<file path="src/hdl/pio_pkg.sv">
package pio_pkg;
    // module addresses on the i/o bus
    localparam logic [3:0] ADDR_PORT2    = 4'h2;
    localparam logic [3:0] ADDR_SYSCFG   = 4'h3;
    localparam logic [3:0] ADDR_PORT4    = 4'h4;
    localparam logic [3:0] ADDR_PORT5    = 4'h5;
    localparam logic [3:0] ADDR_RSV6     = 4'h6;
    localparam logic [3:0] ADDR_TIMER    = 4'h7;
    localparam logic [3:0] ADDR_AUXSW    = 4'h8;
    localparam logic [3:0] ADDR_SERIAL   = 4'h9;
    localparam logic [3:0] ADDR_SERSTAT  = 4'hA;
    localparam logic [3:0] ADDR_RSVB     = 4'hB;
    localparam logic [3:0] ADDR_RSVC     = 4'hC;
    localparam logic [3:0] ADDR_ROMBANK  = 4'hD;
    localparam logic [3:0] ADDR_RSVE     = 4'hE;
    localparam logic [3:0] ADDR_VMON     = 4'hF;

    // subport indices behind the timer address
    localparam logic [3:0] SUB_T2_CTRL   = 4'h0;
    localparam logic [3:0] SUB_T2_MODE1  = 4'h1;
    localparam logic [3:0] SUB_T2_MODE2  = 4'h2;
    localparam logic [3:0] SUB_T2_CMODE  = 4'h3;
    localparam logic [3:0] SUB_T2_CMP1   = 4'h4;
    localparam logic [3:0] SUB_T2_CMP2   = 4'h5;
    localparam logic [3:0] SUB_T1_CTRL1  = 4'h8;
    localparam logic [3:0] SUB_T1_CTRL2  = 4'h9;
    localparam logic [3:0] SUB_WDOG_CTRL = 4'hA;
    // nibble subports that exist: 0-4, 8, 9, A (5 is the byte one)
    localparam logic [15:0] SUB_NIB_MASK = 16'h071F;
    // reset nibbles indexed by subport, entry i at bits 4i+3..4i
    localparam logic [63:0] SUB_RST      = 64'h0000_0F7F_000F_0FF0;

    // reset values
    localparam logic [3:0] RST_NIB_ONES  = 4'hF;
    localparam logic [7:0] RST_BYTE_ONES = 8'hFF;
    localparam logic [3:0] RST_SYSCFG    = 4'hB;
    localparam logic [3:0] RST_SERSTAT   = 4'hB;
    localparam logic [3:0] RST_ROMBANK   = 4'h0;
    localparam logic [3:0] RST_VMSTAT    = 4'h3;
    localparam logic [3:0] RST_ZERO_NIB  = 4'h0;
    localparam logic [7:0] RST_ZERO_BYTE = 8'h00;

    // port mode code meaning output drive
    localparam logic [1:0] MODE_OUTPUT   = 2'b00;
    localparam int         NUM_PORTS     = 3;
endpackage : pio_pkg

</file>
<file path="src/hdl/pio_io_decoder.sv">
`timescale 1ns/1ps
// Operation
// - fourteen module addresses, 2 to F, decoded from the 4-bit address of each access.
// - plain access with no switch selection hits the primary register.
// - writing a module address to the switch makes its next access auxiliary.
// - byte registers move as two successive nibble accesses to one address.
// - timer address holds up to sixteen subports chosen by an index.
// - first write loads subport index, next access moves subport data.
// - subports 0-5 timer two, 8-A timer one and watchdog, rest reserved.
// - port data at 2, 4, 5 writable, reads pin state, reset ones.
// - address 3 write sets configuration, read restarts the watchdog.
// - auxiliary at 3 is write-only clock management, reset ones.
// - port 4 and 5 auxiliary controls are byte wide, reset ones.
// - switch register at address 8 is write-only, reset ones.
// - serial address byte write loads transmit, byte read returns receive.
// - serial status/control at A read-write, auxiliary control two resets ones.
// - rom bank select at D is write-only, resets to zero.
// - address F writes monitor control, reads monitor status reset xx11.
// - subport 5 compare register is a byte of two nibbles, reset ones.
module pio_io_decoder
    import pio_pkg::*;
(
    input  wire logic        i_clk,
    input  wire logic        i_rst,
    input  wire logic        i_io_wr,
    input  wire logic        i_io_rd,
    input  wire logic  [3:0] i_io_addr,
    input  wire logic  [3:0] i_io_wdata,
    output logic       [3:0] o_io_rdata,
    output logic             o_io_rvalid,
    input  wire logic [11:0] i_pin,
    output logic      [11:0] o_pin_out,
    output logic      [11:0] o_pin_oe,
    input  wire logic  [7:0] i_serial_rx,
    input  wire logic  [3:0] i_serial_status,
    input  wire logic  [3:0] i_vmon_status,
    output logic       [3:0] o_system_configuration,
    output logic       [3:0] o_clock_management,
    output logic             o_clock_sync,
    output logic             o_watchdog_restart,
    output logic       [3:0] o_port2_direction,
    output logic       [7:0] o_port4_control,
    output logic       [7:0] o_port5_control,
    output logic       [7:0] o_serial_tx_buffer,
    output logic             o_serial_tx_load,
    output logic             o_serial_rx_taken,
    output logic       [3:0] o_serial_control_one,
    output logic       [3:0] o_serial_status_control,
    output logic       [3:0] o_serial_control_two,
    output logic       [3:0] o_rom_bank_select,
    output logic       [3:0] o_voltage_monitor_control,
    output logic       [3:0] o_aux_select_switch,
    output logic      [63:0] o_subport_nibbles,
    output logic       [7:0] o_timer2_compare_two
);
    typedef enum logic {SP_IDLE, SP_INDEX} pio_sub_e;

    pio_sub_e    sp_state_r;
    pio_sub_e    sp_state_nxt;
    logic  [3:0] subport_index_r;
    logic        aux_valid_r;
    logic        aux_valid_nxt;
    logic  [3:0] vmon_status_r;
    logic        half;
    logic  [3:0] low_nib;
    logic  [3:0] rdata_nxt;
    logic  [3:0] port_wdata [NUM_PORTS];
    logic  [3:0] port_data  [NUM_PORTS];
    logic  [3:0] port_oe    [NUM_PORTS];
    logic  [3:0] port_drive [NUM_PORTS];
    logic        port_wr    [NUM_PORTS];

    wire         acc = i_io_wr | i_io_rd;
    wire         a_p2  = (i_io_addr == ADDR_PORT2);
    wire         a_sc  = (i_io_addr == ADDR_SYSCFG);
    wire         a_p4  = (i_io_addr == ADDR_PORT4);
    wire         a_p5  = (i_io_addr == ADDR_PORT5);
    wire         a_tm  = (i_io_addr == ADDR_TIMER);
    wire         a_sw  = (i_io_addr == ADDR_AUXSW);
    wire         a_ser = (i_io_addr == ADDR_SERIAL);
    wire         a_ss  = (i_io_addr == ADDR_SERSTAT);
    wire         a_rb  = (i_io_addr == ADDR_ROMBANK);
    wire         a_vm  = (i_io_addr == ADDR_VMON);

    // auxiliary only for the address held in the switch
    wire         aux_sel = aux_valid_r & (i_io_addr == o_aux_select_switch);
    wire         prim_wr = i_io_wr & ~aux_sel;
    wire         prim_rd = i_io_rd & ~aux_sel;
    wire         aux_wr  = i_io_wr & aux_sel;

    // data phase follows an index load
    wire         sp_data = a_tm & (sp_state_r == SP_INDEX);
    wire         sp_byte = sp_data & (subport_index_r == SUB_T2_CMP2);

    // byte targets advance the shared nibble sequencer
    wire         byte_wr = (aux_wr & (a_p4 | a_p5)) | (prim_wr & a_ser)
                         | (i_io_wr & sp_byte);
    wire         byte_rd = (prim_rd & a_ser) | (i_io_rd & sp_byte);
    wire         byte_step = byte_wr | byte_rd;
    wire         byte_done = byte_step & half;

    // switch register is always primary at its own address
    wire         w_sw    = i_io_wr & a_sw;
    // configuration write, watchdog restart on read
    wire         w_sc    = prim_wr & a_sc;
    wire         r_wdt   = prim_rd & a_sc;
    wire         w_cm    = aux_wr & a_sc;
    wire         w_port2_direction  = aux_wr & a_p2;
    // port controls commit on the second nibble
    wire         w_port4_control  = aux_wr & a_p4 & half;
    wire         w_port5_control  = aux_wr & a_p5 & half;
    wire         w_stb   = prim_wr & a_ser & half;
    wire         r_srb   = prim_rd & a_ser & half;
    wire         w_serial_control_one  = aux_wr & a_ser;
    wire         w_serial_status_control  = prim_wr & a_ss;
    wire         w_serial_control_two  = aux_wr & a_ss;
    wire         w_rbr   = i_io_wr & a_rb;
    wire         w_vmc   = i_io_wr & a_vm;
    // compare byte commits on its high nibble
    wire         w_cmp2  = i_io_wr & sp_byte & half;

    // selection ends once the selected access completes
    wire         aux_used = acc & aux_sel & ~(byte_step & ~half);
    // a new selection in the same cycle wins over the clear
    assign aux_valid_nxt = w_sw ? 1'b1 : (aux_used ? 1'b0 : aux_valid_r);

    // index load and data phase walk
    always_comb
    begin
        sp_state_nxt = sp_state_r;
        case (sp_state_r)
            SP_IDLE:
            begin
                if (i_io_wr && a_tm)
                begin
                    sp_state_nxt = SP_INDEX;
                end
            end
            SP_INDEX:
            begin
                if (acc && !a_tm)
                begin
                    // foreign access abandons the indirect pair
                    sp_state_nxt = SP_IDLE;
                end
                else if (acc && !(sp_byte && !half))
                begin
                    sp_state_nxt = SP_IDLE;
                end
            end
            default:
            begin
                sp_state_nxt = SP_IDLE;
            end
        endcase
    end

    pio_nibble_pair u_pair
    (
        .i_clk    (i_clk),
        .i_rst    (i_rst),
        .i_access (acc),
        .i_step   (byte_step),
        .i_nib    (i_io_wdata),
        .o_half   (half),
        .o_low    (low_nib)
    );

    // port 4/5 pins drive where their mode code says output
    assign port_drive[0] = ~o_port2_direction;
    assign port_wr[0]    = prim_wr & a_p2;
    assign port_wr[1]    = prim_wr & a_p4;
    assign port_wr[2]    = prim_wr & a_p5;

    genvar gp;
    genvar gb;
    generate
        for (gp = 0; gp < NUM_PORTS; gp++)
        begin : g_port
            assign port_wdata[gp] = i_io_wdata;
            assign o_pin_out[4*gp+3 -: 4] = port_data[gp];
            assign o_pin_oe[4*gp+3 -: 4]  = port_oe[gp];
            pio_port u_port
            (
                .i_clk   (i_clk),
                .i_rst   (i_rst),
                .i_wr    (port_wr[gp]),
                .i_wdata (port_wdata[gp]),
                .i_drive (port_drive[gp]),
                .o_data  (port_data[gp]),
                .o_oe    (port_oe[gp])
            );
        end
        for (gb = 0; gb < 4; gb++)
        begin : g_mode
            assign port_drive[1][gb] = (o_port4_control[2*gb+1 -: 2] == MODE_OUTPUT);
            assign port_drive[2][gb] = (o_port5_control[2*gb+1 -: 2] == MODE_OUTPUT);
        end
    endgenerate

    // nibble subports; reserved indices keep no state
    genvar gs;
    generate
        for (gs = 0; gs < 16; gs++)
        begin : g_sub
            if (SUB_NIB_MASK[gs])
            begin : g_live
                wire w_sub = i_io_wr & sp_data & (subport_index_r == 4'(gs));
                always_ff @(posedge i_clk or posedge i_rst)
                begin
                    if (i_rst)
                    begin
                        o_subport_nibbles[4*gs+3 -: 4] <= SUB_RST[4*gs+3 -: 4];
                    end
                    else if (w_sub)
                    begin
                        o_subport_nibbles[4*gs+3 -: 4] <= i_io_wdata;
                    end
                end
            end
            else
            begin : g_rsv
                assign o_subport_nibbles[4*gs+3 -: 4] = RST_ZERO_NIB;
            end
        end
    endgenerate

    // high nibble on first read, low on second
    wire   [3:0] cmp2_rd = half ? o_timer2_compare_two[3:0] : o_timer2_compare_two[7:4];
    wire   [3:0] srb_rd  = half ? i_serial_rx[3:0] : i_serial_rx[7:4];

    // reserved addresses and write-only targets read zero
    always_comb
    begin
        rdata_nxt = RST_ZERO_NIB;
        case (i_io_addr)
            ADDR_PORT2:   rdata_nxt = prim_rd ? i_pin[3:0]  : RST_ZERO_NIB;
            ADDR_PORT4:   rdata_nxt = prim_rd ? i_pin[7:4]  : RST_ZERO_NIB;
            ADDR_PORT5:   rdata_nxt = prim_rd ? i_pin[11:8] : RST_ZERO_NIB;
            ADDR_TIMER:   rdata_nxt = sp_byte ? cmp2_rd : RST_ZERO_NIB;
            ADDR_SERIAL:  rdata_nxt = prim_rd ? srb_rd : RST_ZERO_NIB;
            ADDR_SERSTAT: rdata_nxt = prim_rd ? i_serial_status : RST_ZERO_NIB;
            ADDR_VMON:    rdata_nxt = vmon_status_r;
            default:      rdata_nxt = RST_ZERO_NIB;
        endcase
    end

    always_ff @(posedge i_clk or posedge i_rst)
    begin
        if (i_rst)
        begin
            sp_state_r      <= SP_IDLE;
            subport_index_r <= RST_ZERO_NIB;
            aux_valid_r     <= 1'b0;
            vmon_status_r   <= RST_VMSTAT;
            o_io_rdata      <= RST_ZERO_NIB;
            o_io_rvalid     <= 1'b0;
        end
        else
        begin
            sp_state_r  <= sp_state_nxt;
            aux_valid_r <= aux_valid_nxt;
            if (i_io_wr && a_tm && sp_state_r == SP_IDLE)
            begin
                subport_index_r <= i_io_wdata;
            end
            vmon_status_r <= i_vmon_status;
            o_io_rvalid   <= i_io_rd;
            if (i_io_rd)
            begin
                o_io_rdata <= rdata_nxt;
            end
        end
    end

    always_ff @(posedge i_clk or posedge i_rst)
    begin
        if (i_rst)
        begin
            o_clock_sync       <= 1'b0;
            o_watchdog_restart <= 1'b0;
            o_serial_tx_load   <= 1'b0;
            o_serial_rx_taken  <= 1'b0;
        end
        else
        begin
            o_clock_sync       <= w_cm;
            o_watchdog_restart <= r_wdt;
            o_serial_tx_load   <= w_stb;
            o_serial_rx_taken  <= r_srb;
        end
    end

    // nibble registers
    always_ff @(posedge i_clk or posedge i_rst)
    begin
        if (i_rst)
        begin
            o_aux_select_switch       <= RST_NIB_ONES;
            o_system_configuration    <= RST_SYSCFG;
            o_clock_management        <= RST_NIB_ONES;
            o_port2_direction         <= RST_NIB_ONES;
            o_serial_control_one      <= RST_NIB_ONES;
            o_serial_status_control   <= RST_SERSTAT;
            o_serial_control_two      <= RST_NIB_ONES;
            o_rom_bank_select         <= RST_ROMBANK;
            o_voltage_monitor_control <= RST_NIB_ONES;
        end
        else
        begin
            if (w_sw)   o_aux_select_switch       <= i_io_wdata;
            if (w_sc)   o_system_configuration    <= i_io_wdata;
            if (w_cm)   o_clock_management        <= i_io_wdata;
            if (w_port2_direction) o_port2_direction         <= i_io_wdata;
            if (w_serial_control_one) o_serial_control_one      <= i_io_wdata;
            if (w_serial_status_control) o_serial_status_control   <= i_io_wdata;
            if (w_serial_control_two) o_serial_control_two      <= i_io_wdata;
            if (w_rbr)  o_rom_bank_select         <= i_io_wdata;
            if (w_vmc)  o_voltage_monitor_control <= i_io_wdata;
        end
    end

    // byte registers, high nibble arrives second
    always_ff @(posedge i_clk or posedge i_rst)
    begin
        if (i_rst)
        begin
            o_port4_control      <= RST_BYTE_ONES;
            o_port5_control      <= RST_BYTE_ONES;
            o_serial_tx_buffer   <= RST_ZERO_BYTE;
            o_timer2_compare_two <= RST_BYTE_ONES;
        end
        else
        begin
            // low nibble was held from the first write
            if (w_port4_control) o_port4_control      <= {i_io_wdata, low_nib};
            if (w_port5_control) o_port5_control      <= {i_io_wdata, low_nib};
            if (w_stb)  o_serial_tx_buffer   <= {i_io_wdata, low_nib};
            if (w_cmp2) o_timer2_compare_two <= {i_io_wdata, low_nib};
        end
    end
endmodule : pio_io_decoder

</file>
<file path="src/hdl/pio_nibble_pair.sv">
`timescale 1ns/1ps
module pio_nibble_pair
    import pio_pkg::*;
(
    input  wire logic       i_clk,
    input  wire logic       i_rst,
    input  wire logic       i_access,
    input  wire logic       i_step,
    input  wire logic [3:0] i_nib,
    output logic            o_half,
    output logic      [3:0] o_low
);
    logic half_nxt;

    // any other access breaks off a half-done byte
    assign half_nxt = i_step ? ~o_half : (i_access ? 1'b0 : o_half);

    always_ff @(posedge i_clk or posedge i_rst)
    begin
        if (i_rst)
        begin
            o_half <= 1'b0;
            o_low  <= RST_ZERO_NIB;
        end
        else
        begin
            o_half <= half_nxt;
            if (i_step && !o_half)
            begin
                o_low <= i_nib;
            end
        end
    end
endmodule : pio_nibble_pair

</file>
<file path="src/hdl/pio_port.sv">
`timescale 1ns/1ps
module pio_port
    import pio_pkg::*;
(
    input  wire logic       i_clk,
    input  wire logic       i_rst,
    input  wire logic       i_wr,
    input  wire logic [3:0] i_wdata,
    input  wire logic [3:0] i_drive,
    output logic      [3:0] o_data,
    output logic      [3:0] o_oe
);
    always_ff @(posedge i_clk or posedge i_rst)
    begin
        if (i_rst)
        begin
            o_data <= RST_NIB_ONES;
            o_oe   <= RST_ZERO_NIB;
        end
        else
        begin
            if (i_wr)
            begin
                o_data <= i_wdata;
            end
            // oe lags its control write by one cycle
            o_oe <= i_drive;
        end
    end
endmodule : pio_port

</file>
<file path="config.mk">
export PLATFORM = sky130hd
export DESIGN_NAME = pio_io_decoder
export DESIGN_NICKNAME = d
export VERILOG_FILES = /design/src/hdl/pio_pkg.sv /design/src/hdl/pio_io_decoder.sv /design/src/hdl/pio_nibble_pair.sv /design/src/hdl/pio_port.sv
export SDC_FILE = /design/constraint.sdc
export NUM_CORES = 1
export LEC_CHECK = 0
export BUFFER_PORTS_ARGS = -buffer_cell sky130_fd_sc_hd__buf_4
export CORE_AREA = 2 2 155 126
export DETAILED_ROUTE_END_ITERATION = 6
export DIE_AREA = 0 0 157 128
export PLACE_DENSITY_LB_ADDON = 0.2
export SLEW_MARGIN = 25
export SYNTH_ARGS = -nofsm -noshare
export SYNTH_HDL_FRONTEND = slang
export SYNTH_HIERARCHICAL = 1
export SYNTH_SLANG_ARGS = --single-unit
</file>
<file path="constraint.sdc">
create_clock -name i_clk -period 5.28 [get_ports i_clk]
set_input_delay 1.32 -clock i_clk [delete_from_list [all_inputs] [get_ports i_clk]]
set_output_delay 1.32 -clock i_clk [all_outputs]
set_load 0.01 [all_outputs]
</file>
==> results list <==
* Run status: completed
- Type of destination of the critical path: register
- Cts repair resizes: 0
- Total power per unit cell area: 362 nW/um2
- The synthesized netlist contains 46 unique library cells.
* Clock-pin transition on the worst setup and hold timing paths: 60 ps
- Internal power summed over all cells: 2.25 mW
* N_diodes: 0
* Final Core Density: 44.8%
- Clock latency of the later-clocked register in the worst-skew pair: 420 ps
* Fill cell instance count of the final layout: 1,734
- IR analysis of the VDD net gives a maximum drop of a little over 0.2 mV.
* Clock tree from TritonCTS: done
* Largest net degree at the start of global routing: 66
- Data on the critical path arrives at its endpoint at 3570 ps.
* Placeable core region: between 15,000 and 20,000 um2
- Final worst clock skew: between 7 and 8 ps
- Die area: around 20,000 um2
- In this run the vertical extent of the chip is 128 um.
- Quantity of I/O buffers inserted on ports: 172
- After synthesis the cells add up to 6390 um2.
- Mean area per synthesized cell: 14.0 um2
- Setup total negative slack on the finished layout was measured at 0 ps.
- CTS Buf Count: 17
- The number of max-slew violations in the final report is 0.
- Launching element type of the critical path: primary input
- In the final routed layout, each cell accounts on average for 19.2 um.
* Detailed-routing iteration count for the pre-antenna-repair pass: 4
- For the finished layout, the period the worst path requires is 3230 ps.
- First-pass GRT wire length: 25,900 um
- The most used flip-flop cell after synthesis is dfstp_2.
* Worst hold-check slack: 438 ps
- The worst path uses 61.2% of the clock period.
* Finished Cell Area: around 8400 um2
- The total overflow left after global routing is 0.
* Initial Util: 34.3%
- Combinational logic is responsible for 15.4% of the overall power.
* Number of buffers inserted by post-CTS setup repair: 0
* Clock Power Share: a little under two fifths
* Nets@finish: between 600 and 700
- Timing-limited maximum frequency: approximately 0.31 GHz
- After the first detailed-routing iteration, the DRC count stood at 218.
* Max-cap check violation count: 0
- At the end of routability-driven placement, the weighted congestion stood at 0.831.
- The root buffer cell chosen for the clock tree is clkbuf_16.
- Vias per cell: approximately 4.6
- The synthesized design contains 0 enable-type register cells.
- The area growth from synthesis to layout is 30.8%.
- In the layout the commonest cells are buf_4, mux2_2, dfstp_2.
- After technology mapping, the gate count stands at 458.
- Vias in the first global route: 4,350
* Syn. warnings: 6
- CTS saw 148 sinks.
* Area after detailed placement: around 8000 um2
* Number of placement rows: 45
- Number of antenna violations at the first check in global routing: 0
- Seq/Total Area, Yosys: about three fifths
- Along the worst path, the maximum fanout reaches 16.
* H-tree depth reported by CTS: 4
- Of the cells placed in the final design, the portion with a size suffix greater than 1 is 67.2%.
- Setup violations remaining at the end of the flow were counted as 0.
- Summed over all nets, the half-perimeter wirelength after detailed placement is 12,300 um.
- Tot GR Track Use: about 18%
* Total chip power: 3.03 mW
- After synthesis the netlist holds a flip-flop and latch count of 148.
- In this run the count of I/O pins placed on the die edge is 205.
* Switching pwr: around 0.78 mW
- Setup repair after global routing left no endpoint under its margin.
* Number of hold-repair buffers added at the cts stage: 0
* Number of routed nets with antenna violations: 0
- Required time at the worst-slack endpoint: approximately 5600 ps
- For the pin with the worst max-slew slack, the measured transition is between 800 and 900 ps.
- Slew Limit Headroom: 43.1%
* CP Class: primary input to register
- The library cell used most frequently in the layout, excluding fill and tap cells, is buf_4.
* Deepest clock path buffer count: 2
- LEAKAGE: ~3.9 nW
* Via count: 4,144
* Final hold viol count: 0
- Type of the worst min-delay path: register to register
* Ranking of synthesized cells by area: dfstp_2, mux2_2, dfrtp_1
* Proportion of netlist area held by the largest area contributor: a little under two fifths
- Of the total power, the share spent switching nets is 25.7%.
- Die W: about 160 um
- Cell type with the highest aggregate area in the netlist: dfstp_2
* Total detailed-routing wirelength: roughly 17,000 um
* FFs w/ async S/R, synth: 100%
- Drt drc: 0
- Part of the total power dissipated in sequential elements: between 40 and 50%
## through the flow
step | std cells | setup WS (ps)
after global routing | 898 | 1870
after detailed placement | 866 | 1590
after global placement | 866 | 1700
after floorplan | 489 | 933
final | 898 | 2050
after CTS | 898 | 2040
## cell usage after synthesis (2+ instances only)
| library cell | instances |
|---|---|
| a221o_1 | 2 |
| a222oi_1 | 4 |
| a2bb2oi_1 | 2 |
| and3_1 | 4 |
| buf_2 | 7 |
| buf_4 | 34 |
| buf_6 | 2 |
| clkbuf_1 | 12 |
| dfrtp_1 | 57 |
| dfstp_2 | 91 |
| inv_1 | 18 |
| mux2_2 | 128 |
| mux2i_1 | 6 |
| nand2_1 | 19 |
| nand3_1 | 5 |
| nand4_1 | 2 |
| nor2_1 | 18 |
| nor2b_1 | 3 |
| nor3_1 | 3 |
| nor3b_1 | 2 |
| nor4_1 | 3 |
| o21ai_0 | 5 |
| o22ai_1 | 4 |
| o2bb2ai_1 | 2 |
| xnor2_1 | 4 |
## critical path: stages
cell	delay [ps]
buf_4	190
xnor2_1	150
nand3_1	140
or2_1	500
nand2_1	190
nor3_1	650
mux2_2	410
## metal layers
layer | part of all wire (%) | wire length (um) | vias up | GRT usage (%)
met5 | 0 | 0 | - | 0
met4 | 0.91 | 157 | 0 | 4.37
met3 | 8.0 | 1380 | 11 | 6.15
met2 | 46 | 7880 | 151 | 27.0
met1 | 45 | 7830 | 2104 | 23.7
li1 | - | - | 1878 | -
## state kept, by name, indices dropped and copies added (netlist names), 4 cells and up
register / flops
o_io_rdata: 4
u_pair/o_low: 4
o_system_configuration: 4
vmon_status_r: 4
o_port2_direction: 4
o_rom_bank_select: 4
o_timer2_compare_two: 8
o_clock_management: 4
g_port.u_port/o_oe: 12
o_serial_tx_buffer: 8
o_subport_nibbles: 32
o_serial_control_two: 4
o_serial_status_control: 4
o_aux_select_switch: 4
o_port5_control: 8
subport_index_r: 4
o_port4_control: 8
o_voltage_monitor_control: 4
g_port.u_port/o_data: 12
o_serial_control_one: 4
## power groups by stage
stage                     Sequential [mW]  Clock (mW)  Combinational, mW
after floorplan                      1.43           0              0.225
after global placement               1.42           0              0.460
after detailed placement             1.42           0              0.471
after CTS                            1.41        1.19              0.473
after global routing                 1.42        1.24              0.505
final                                1.40        1.16              0.467
## path summary, 6_finish.rpt
| path | start | endpoint | slack, ps | depth (start not counted) |
|---|---|---|---|---|
| setup / recovery | i_io_addr[0] | g_port[0].u_port/o_data[3] | 2050 | 7 |
| min in group asynchronous | i_rst | u_pair/o_low[3] | 870 | 2 |
| hold reg to reg | o_port2_direction[2] | g_port[0].u_port/o_oe[2] | 440 | 1 |
| max in group asynchronous | i_rst | o_port4_control[5] | 3230 | 3 |
| setup reg to reg | o_aux_select_switch[2] | g_port[0].u_port/o_data[3] | 2670 | 6 |
| hold / removal | o_port2_direction[2] | g_port[0].u_port/o_oe[2] | 440 | 1 |
## cell type report
type	instances	area (um2)	share of cell area, %
multi-input cells	268	2280	27.2
clock buffers	22	454	5.43
well taps	258	323	3.86
flip-flops and latches	148	3820	45.7
inverters	18	70.1	0.838
clock inverters	10	110	1.32
repair buffers	174	1310	15.6
## logic make-up (layout without fill, tap and decap cells)
kind of cell,Yosys count,count (layout),share of synthesized area [%]
muxes,134,134,23.5
xor gates and xnor gates,4,4,0.548
AOI/OAI and AO/OA,25,25,3.05
buffers and inverters,73,224,6.66
DFF,148,148,59.7
and+or+nand+nor,73,73,6.46
other,1,32,0.0587
Note: power is estimated with default switching activity, not from simulation.
